File: config.mk
export PLATFORM = sky130hd
export DESIGN_NAME = cmpskp_core
export DESIGN_NICKNAME = d
export VERILOG_FILES = /design/src/inc/cmpskp_pkg.sv /design/src/inc/cmpskp_dec_if.sv /design/src/design/cmpskp_core.sv /design/src/design/cmpskp_decode.sv
export SDC_FILE = /design/constraint.sdc
export NUM_CORES = 1
export LEC_CHECK = 0
export BUFFER_PORTS_ARGS = -buffer_cell sky130_fd_sc_hd__buf_2
export CORE_UTILIZATION = 45
export CTS_CLUSTER_DIAMETER = 30
export DETAILED_ROUTE_END_ITERATION = 6
export GPL_ROUTABILITY_DRIVEN = 1
export PLACE_DENSITY = 0.8
export REMOVE_ABC_BUFFERS = 1
export SLEW_MARGIN = 20
export SYNTH_ARGS = -nofsm -noshare
export SYNTH_HDL_FRONTEND = slang
export SYNTH_SLANG_ARGS = --single-unit
File: constraint.sdc
create_clock -name core_clk -period 6.37 [get_ports core_clk]
set_input_delay 1.274 -clock core_clk [delete_from_list [all_inputs] [get_ports core_clk]]
set_output_delay 1.274 -clock core_clk [all_outputs]
set_load 0.05 [all_outputs]
File: src/inc/cmpskp_pkg.sv
package cmpskp_pkg;

   // ************************************************************
   // Opcode fields.
   // ************************************************************
   localparam int unsigned OPC_MSB       = 15;
   localparam int unsigned OPC_LSB       = 9;
   localparam int unsigned ABIT_POS      = 8;
   localparam int unsigned FILE_MSB      = 7;
   localparam int unsigned FILE_W        = 8;
   localparam int unsigned BANK_W        = 4;
   localparam int unsigned ADDR_W        = BANK_W + FILE_W;
   localparam int unsigned WORD_W        = 16;
   localparam int unsigned DATA_W        = 8;

   localparam logic [6:0] OPC_SKIP_EQUAL   = 7'h31;
   localparam logic [6:0] OPC_SKIP_GREATER = 7'h32;
   localparam logic [6:0] OPC_SKIP_LESS    = 7'h30;

   // ************************************************************
   // Fast bank layout.
   // ************************************************************
   localparam logic [FILE_W-1:0] FAST_SPLIT   = 8'h80;
   localparam logic [BANK_W-1:0] FAST_LO_BANK = 4'h0;
   localparam logic [BANK_W-1:0] FAST_HI_BANK = 4'hF;

   // ************************************************************
   // Cycle counts reported per instruction.
   // ************************************************************
   localparam logic [1:0] CYC_NO_SKIP   = 2'h1;
   localparam logic [1:0] CYC_SKIP      = 2'h2;
   localparam logic [1:0] CYC_SKIP_TWO  = 2'h3;

   // ************************************************************
   // Types.
   // ************************************************************
   typedef enum logic [1:0] {
      CMPSKP_OP_NONE    = 2'b00,
      CMPSKP_OP_EQUAL   = 2'b01,
      CMPSKP_OP_GREATER = 2'b10,
      CMPSKP_OP_LESS    = 2'b11
   } cmpskp_op_e;

   typedef enum logic [1:0] {
      CMPSKP_ST_IDLE = 2'b00,
      CMPSKP_ST_READ = 2'b01,
      CMPSKP_ST_NOP1 = 2'b10,
      CMPSKP_ST_NOP2 = 2'b11
   } cmpskp_state_e;

   // Maps an operand to a full data address.
   function automatic logic [ADDR_W-1:0] cmpskp_map_addr(
      input logic              a_bit,
      input logic [FILE_W-1:0] file_addr,
      input logic [BANK_W-1:0] bank_sel
   );
      logic [BANK_W-1:0] bank;
      bank = bank_sel;
      if (!a_bit) begin
         bank = (file_addr < FAST_SPLIT) ? FAST_LO_BANK : FAST_HI_BANK;
      end
      return {bank, file_addr};
   endfunction : cmpskp_map_addr

endpackage : cmpskp_pkg

File: src/inc/cmpskp_dec_if.sv
`timescale 1ns/1ps
`default_nettype none

interface cmpskp_dec_if;
   import cmpskp_pkg::*;

   logic [WORD_W-1:0] word;
   cmpskp_op_e        op;
   logic              a_bit;
   logic [FILE_W-1:0] file_addr;

   modport decoder (input word, output op, output a_bit, output file_addr);
   modport user    (output word, input op, input a_bit, input file_addr);

endinterface : cmpskp_dec_if

`default_nettype wire

File: src/design/cmpskp_core.sv
// What this block does
// - Decode skip-if-equal compare opcode.
// - Decode skip-if-greater compare opcode.
// - Decode skip-if-less compare opcode.
// - Compare by unsigned subtraction, file minus working.
// - True condition discards next, inserts one nop.
// - Skipped two-word instruction inserts two nops.
// - Operand bit selects fast bank or bank register.
// - One word, eight-bit file address operand.
`timescale 1ns/1ps
`default_nettype none

module cmpskp_core (
   // Clock and reset.
   input  wire logic                          core_clk,
   input  wire logic                          rst,
   // Instruction from the fetch pipeline.
   input  wire logic                          instr_valid,
   input  wire logic [cmpskp_pkg::WORD_W-1:0] instr_word,
   output logic                               instr_ready,
   output logic                               cmp_hit,
   input  wire logic                          next_two_word,
   // Core state.
   input  wire logic [cmpskp_pkg::DATA_W-1:0] working_register,
   input  wire logic [cmpskp_pkg::BANK_W-1:0] bank_select_register,
   // Data memory read port.
   output logic                               mem_rd_en,
   output logic [cmpskp_pkg::ADDR_W-1:0]      mem_rd_addr,
   input  wire logic [cmpskp_pkg::DATA_W-1:0] mem_rd_data,
   // Sequencing results.
   output logic                               skip_discard,
   output logic                               nop_cycle,
   output logic                               cmp_done,
   output logic [1:0]                         cmp_cycles,
   output logic [cmpskp_pkg::DATA_W-1:0]      cmp_diff
);
   import cmpskp_pkg::*;

   // ************************************************************
   // Decode.
   // ************************************************************
   cmpskp_dec_if dec ();

   assign dec.word = instr_word;

   cmpskp_decode u_decode (
      .dec (dec)
   );

   // ************************************************************
   // Sequencer state.
   // ************************************************************
   // Instruction held while it runs.
   cmpskp_state_e          state_q;
   cmpskp_state_e          state_d;
   cmpskp_op_e             op_q;
   cmpskp_op_e             op_d;
   logic                   two_q;
   logic                   two_d;

   // Registered results toward the datapath.
   logic                   rd_en_q;
   logic                   rd_en_d;
   logic [ADDR_W-1:0]      addr_q;
   logic [ADDR_W-1:0]      addr_d;
   logic                   skip_q;
   logic                   skip_d;
   logic                   nop_q;
   logic                   nop_d;
   logic                   done_q;
   logic                   done_d;
   logic [1:0]             cycles_q;
   logic [1:0]             cycles_d;
   logic [DATA_W-1:0]      diff_q;
   logic [DATA_W-1:0]      diff_d;

   // ************************************************************
   // Compare datapath.
   // ************************************************************
   logic [DATA_W:0] sub_ext;
   logic            is_equal;
   logic            is_less;
   logic            is_greater;
   logic            cond_true;
   logic            accept;

   // Nine-bit subtraction keeps the borrow as the unsigned less flag.
   assign sub_ext    = {1'b0, mem_rd_data} - {1'b0, working_register};
   assign is_equal   = (sub_ext[DATA_W-1:0] == '0);
   assign is_less    = sub_ext[DATA_W];
   assign is_greater = !is_less && !is_equal;

   // ************************************************************
   // Condition select.
   // ************************************************************

   always_comb begin
      case (op_q)
         CMPSKP_OP_EQUAL:   cond_true = is_equal;
         CMPSKP_OP_GREATER: cond_true = is_greater;
         CMPSKP_OP_LESS:    cond_true = is_less;
         default:           cond_true = 1'b0;
      endcase
   end

   // ************************************************************
   // Handshake.
   // ************************************************************
   // A word that is not a compare never leaves the idle state.
   assign instr_ready = (state_q == CMPSKP_ST_IDLE);
   assign cmp_hit     = instr_valid && (dec.op != CMPSKP_OP_NONE);
   assign accept      = instr_ready && cmp_hit;

   // ************************************************************
   // Next state.
   // ************************************************************
   always_comb begin
      state_d  = state_q;
      op_d     = op_q;
      two_d    = two_q;
      rd_en_d  = 1'b0;
      addr_d   = addr_q;
      skip_d   = 1'b0;
      nop_d    = 1'b0;
      done_d   = 1'b0;
      cycles_d = cycles_q;
      diff_d   = diff_q;
      case (state_q)
         CMPSKP_ST_IDLE: begin
            if (accept) begin
               // Operation and bank choice are frozen at the accepting edge.
               op_d    = dec.op;
               rd_en_d = 1'b1;
               addr_d  = cmpskp_map_addr(dec.a_bit, dec.file_addr,
                                         bank_select_register);
               state_d = CMPSKP_ST_READ;
            end
         end
         CMPSKP_ST_READ: begin
            // Only a difference is kept; nothing is written back.
            diff_d = sub_ext[DATA_W-1:0];
            // The length of the following word is known only once it is fetched.
            two_d  = next_two_word;
            if (cond_true) begin
               skip_d  = 1'b1;
               nop_d   = 1'b1;
               state_d = CMPSKP_ST_NOP1;
            end else begin
               done_d   = 1'b1;
               cycles_d = CYC_NO_SKIP;
               state_d  = CMPSKP_ST_IDLE;
            end
         end
         CMPSKP_ST_NOP1: begin
            // A two-word successor needs a second empty cycle.
            if (two_q) begin
               nop_d   = 1'b1;
               state_d = CMPSKP_ST_NOP2;
            end else begin
               done_d   = 1'b1;
               cycles_d = CYC_SKIP;
               state_d  = CMPSKP_ST_IDLE;
            end
         end
         CMPSKP_ST_NOP2: begin
            // Second empty cycle done; the instruction ends here.
            done_d   = 1'b1;
            cycles_d = CYC_SKIP_TWO;
            state_d  = CMPSKP_ST_IDLE;
         end
         default: begin
            state_d = CMPSKP_ST_IDLE;
         end
      endcase
   end

   // ************************************************************
   // Registers.
   // ************************************************************
   // Every result clears so that no stale pulse follows a reset.
   always_ff @(posedge core_clk) begin
      if (rst) begin
         state_q  <= CMPSKP_ST_IDLE;
         op_q     <= CMPSKP_OP_NONE;
         two_q    <= 1'b0;
         rd_en_q  <= 1'b0;
         addr_q   <= '0;
         skip_q   <= 1'b0;
         nop_q    <= 1'b0;
         done_q   <= 1'b0;
         cycles_q <= '0;
         diff_q   <= '0;
      end else begin
         state_q  <= state_d;
         op_q     <= op_d;
         two_q    <= two_d;
         rd_en_q  <= rd_en_d;
         addr_q   <= addr_d;
         skip_q   <= skip_d;
         nop_q    <= nop_d;
         done_q   <= done_d;
         cycles_q <= cycles_d;
         diff_q   <= diff_d;
      end
   end

   // ************************************************************
   // Outputs.
   // ************************************************************
   // Every output below comes straight from a flip-flop.
   assign mem_rd_en    = rd_en_q;
   assign mem_rd_addr  = addr_q;
   assign skip_discard = skip_q;
   assign nop_cycle    = nop_q;
   assign cmp_done     = done_q;
   assign cmp_cycles   = cycles_q;
   assign cmp_diff     = diff_q;

endmodule : cmpskp_core

`default_nettype wire

File: src/design/cmpskp_decode.sv
`timescale 1ns/1ps
`default_nettype none

module cmpskp_decode (
   cmpskp_dec_if.decoder dec
);
   import cmpskp_pkg::*;

   // ************************************************************
   // Opcode decode.
   // ************************************************************
   always_comb begin
      case (dec.word[OPC_MSB:OPC_LSB])
         OPC_SKIP_EQUAL:   dec.op = CMPSKP_OP_EQUAL;
         OPC_SKIP_GREATER: dec.op = CMPSKP_OP_GREATER;
         OPC_SKIP_LESS:    dec.op = CMPSKP_OP_LESS;
         default:          dec.op = CMPSKP_OP_NONE;
      endcase
   end

   // Single word carries the operand bit and the full file address.
   assign dec.a_bit     = dec.word[ABIT_POS];
   assign dec.file_addr = dec.word[FILE_MSB:0];

endmodule : cmpskp_decode

`default_nettype wire

Word level (Yosys, flattened, before mapping) --
Cells that the tools add are included.
Storage, ports and cells: logic and storage cells 57, output and inout port bits 28, bits of input ports 40, flip-flop bits (word level) 31
Cells by class: reduce and logical (&&, ||, !) cells 13, magnitude comparators 1, bitwise operators 2, add/sub/neg operators 1, equal/unequal tests 12, mux-type cells 18
Operators with widths (count):
- $eq A7 B6 Y1 const B | 3
- $pmux W2 S3 | 2
- $mux W2 | 5
- $sub A8 B8 Y9 | 1
- $eq A2 B2 Y1 const B | 4
- $logic_not A8 Y1 | 1
- $lt A8 B8 Y1 const B | 1
- $mux W4 | 2
- $pmux W2 S4 | 1
- $pmux W1 S3 | 2
- $mux W1 | 5
- $eq A2 B1 Y1 const B | 2
- $ne A2 B2 Y1 const B | 2
- $reduce_or A2 Y1 | 2
- $logic_and A1 B1 Y1 | 3
- $reduce_and A3 Y1 | 1
- $reduce_bool A3 Y1 | 1
- $logic_not A1 Y1 | 2
- $logic_not A2 Y1 | 1
- $ne A2 B1 Y1 const B | 1
- $not A1 Y1 | 2
- $pmux W1 S2 | 1
- $reduce_and A2 Y1 | 1
- $reduce_bool A2 Y1 | 1

Depth between registers and ports, before layout --
depth after elaboration 7, depth in mapped cells 11, mapped depth without buffers 11

Modules after synthesis --
A second synthesis with hierarchy kept.
Second synthesis, totals: cell total of the unflattened synthesis 213, area, all modules 1786.7 um^2
Modules (own cells, without submodules):
- cmpskp_core | area each 1696.6 um^2, times used 1, cells each 200
- cmpskp_decode | area each 90.1 um^2, times used 1, cells each 13

Least setup slack after synthesis --
No wires, ideal clock.
path kind in2out, start input port instr_word[12] (netlist name), end output port cmp_hit, slack 2.482 ns, data arrival time 2.614 ns, required time 5.096 ns, cell stages on the path 2, cell sequence or4_1 > nor2_1
On the way: longest elaborated chain between the ends 4
Ends and longest elaborated chain:
- from (decl) | line cmpskp_core.sv:19 | input wire logic [cmpskp_pkg::WORD_W-1:0] instr_word,
- $eq A7 B6 Y1 | line cmpskp_decode.sv:13 | case (dec.word[OPC_MSB:OPC_LSB])
- $pmux W2 S3 (*) | line cmpskp_decode.sv:13
- $reduce_bool A2 Y1 (*) | line cmpskp_core.sv:111 | assign cmp_hit = instr_valid && (dec.op != CMPSKP_OP_NONE);
- $logic_and A1 B1 Y1 (*) | line cmpskp_core.sv:111
- to (decl) | line cmpskp_core.sv:21 | output logic cmp_hit,
Mark *: on every way between the ends. The rest lies on a longest branch, timed or not.

Worst setup path in the final report --
Ends and elaborated chain as after synthesis.

==> flow_metrics.env <==
export IMPL_power_total_w=0.000648
export IMPL_cts_sinks=31
export IMPL_relSlewSlack_pct=55.0
export IMPL_p_per_area_mw_per_mm2=287
export IMPL_hold_viol=0
export IMPL_cts_tree="yes"
export IMPL_root_buffer="clkbuf_8"
export IMPL_grt_use_total_pct=20.1
export IMPL_htreeDepth=2
export IMPL_grt_pass1_vias=1523
export IMPL_clock_path_buffers=2
export IMPL_rsz0062_at_grt="false"
export IMPL_area_growth_synth_to_final_pct=23.5
export IMPL_yosysSeqAreaShare_pct=33.9
export IMPL_postCtsSetupBuffers=0
export IMPL_fin_ws_ns=2.55
export IMPL_synthTopCellsByArea="dfxtp_1, ha_1, nand2_1, nor2_1, a21oi_1"
export IMPL_cts_buffers=5
export IMPL_wirelength_mm=3.97
export IMPL_cts_hold_buf=0
export IMPL_setup_tns_ns=0
export IMPL_syn_area_per_cell_um2=8.50
export IMPL_route_vias_total=1727
export IMPL_portBuffers=67
export IMPL_core_mm2=0.00377
export IMPL_yosys_register_bits=31
export IMPL_max_cap_viol_count=0
export IMPL_diodes=0
export IMPL_synth_cells=215
export IMPL_dp_hpwl_mm=3.08
export IMPL_layout_common_cells="buf_2, dfxtp_1, nand2_1, nor2_1, inv_1"
export IMPL_grt_max_degree=32
export IMPL_grt_remaining_overflow=0
export IMPL_die_height_um=65.7
export IMPL_status="finished clean"
export IMPL_grt_busiest_layer="met2"
export IMPL_fp_dieArea_mm2=0.00432
export IMPL_antenna_found_initial=0
export IMPL_finalSetupViolCount=0
export IMPL_antenna_left=0
export IMPL_drc_errors=0
export IMPL_dp_cells=322
export IMPL_die_w_um=65.7
export IMPL_io_pins=68
export IMPL_cts_resized=0
export IMPL_synthFlopType="dfxtp_1"
export IMPL_synth_top_area_cell="dfxtp_1"
export IMPL_post_route_period_util_pct=60.0
export IMPL_clkTransAtPathRegs_ns=0.06
export IMPL_place_congestion=0.752
export IMPL_cp_max_fo=5
export IMPL_synth_edff_count=0
export IMPL_start_util_pct=48.5
export IMPL_hold_path_class="reg2reg"
export IMPL_grt_use_met1_pct=26.6
export IMPL_fmax_mhz=262
export IMPL_row_count=22
export IMPL_worstPathArrival_ns=2.55
export IMPL_period_minus_slack_ns=3.82
export IMPL_clock_latency_ns=0.28
export IMPL_leakagePower_nw=1.00
export IMPL_grt_util_met2_pct=30.5
export IMPL_worstMarginPinSlew_ns=0.675
export IMPL_synthesis_area_mm2=0.00183
export IMPL_first_pass_iters=4
export IMPL_worstPathRequired_ns=5.10
export IMPL_crit_path_end_kind="output port"
export IMPL_first_iter_violations=73
export IMPL_final_common_cell="buf_2"
export IMPL_rr_worst_depth=7
export IMPL_synth_top_area_share_pct=33.9
export IMPL_synth_async_reset_ratio_pct=0
export IMPL_critPathKind="in2out"
export IMPL_start_kind="input port"
export IMPL_drv_slew=0
export IMPL_grt_pass1_wl_mm=6.73
export IMPL_wl_per_cell_um=12.1
export IMPL_dp_worst_setup_slack_ns=2.45
export IMPL_synth_warnings=0
export IMPL_use_met3_pct=5.21
export IMPL_fin_cells=328
export IMPL_vias_per_cell=5.27
export IMPL_holdPathStages=2
export IMPL_synth_cell_types=54
export IMPL_num_nets_final=335
export IMPL_clock_skew_ns=0.00359
export IMPL_drive_gt1_share_pct=32.5
export IMPL_max_vdd_ir_drop_v=0.000191
==> worst max-delay path, cell delays in order <==
cell and delay [ns]:
buf_2 0.09, or4_1 0.56, nor2_1 0.29, buf_2 0.33
==> layer usage <==
| layer | vias up | share of wire (%) | routed length (um) |
|---|---|---|---|
| li1 | 891 | - | - |
| met1 | 796 | 47 | 1860 |
| met2 | 33 | 48 | 1900 |
| met3 | 7 | 3.4 | 137 |
| met4 | 0 | 1.8 | 73 |
| met5 | - | 0 | 0 |
==> power by group <==
part	internal [W]	switching (W)	leakage (nW)	total, W
Sequential	0.000217	0.0000147	0.251	0.000232
Combinational	0.0000947	0.000184	0.712	0.000279
Clock	0.0000726	0.0000650	0.0371	0.000138
Total	0.000384	0.000264	1.00	0.000648
==> state kept, by name (all words and copies together) (netlist names) <==
register and cells:
mem_rd_addr 12, mem_rd_en 1, nop_cycle 1, op_q 2, cmp_cycles 2, cmp_diff 8, cmp_done 1, skip_discard 1
state_q 2, two_q 1
==> cells by family (layout without fill, tap and decap cells) <==
family / after synthesis / after routing / share of synthesized area [%]
fa+ha+maj: 14 / 14 / 9.99
flops: 31 / 31 / 33.9
buf+inv: 26 / 91 / 5.75
xor+xnor: 2 / 2 / 0.958
compound gates: 53 / 53 / 23.2
mux: 6 / 6 / 3.29
simple gates: 83 / 83 / 22.9
==> synth_stat cells, types with 2 or more instances <==
cell	number
or4_1	2
nor3_1	11
nand2b_1	3
a211oi_1	6
dfxtp_1	31
ha_1	13
a21o_1	2
nor3b_1	3
mux2i_1	6
inv_1	18
or2_2	2
o21ai_0	4
o21ai_1	2
nor2_1	24
a21oi_1	17
o311ai_2	2
nand2_1	24
nor2b_1	2
clkbuf_1	6
a221oi_2	2
a31oi_1	2
==> path summary, 6_finish.rpt <==
check	from	endpoint	slack, ns
worst min-delay path	mem_rd_addr[2]	mem_rd_addr[2]	0.45
worst min register to register	mem_rd_addr[2]	mem_rd_addr[2]	0.45
worst max-delay path	instr_word[12]	cmp_hit	2.55
worst max register to register	state_q[1]	cmp_cycles[0]	4.28
==> final cells by class <==
type,count,area [um2]
inverter,18,67.6
sequential,31,621
tap,48,60.1
fill,351,1510
timing repair buffer,67,335
multi-input combinational,158,1100
clock buffer,6,72.6
==> through the flow <==
stage               instance area (um2)  utilization, %  hold WS [ns]
finish                             2260            59.9         0.449
floorplan                          1790               -         0.453
CTS                                2260            59.9         0.453
global route                       2260            59.9         0.478
global placement                   2190            58.0         0.440
detailed placement                 2190            58.0         0.445
Note: power is estimated with default switching activity, not from simulation.
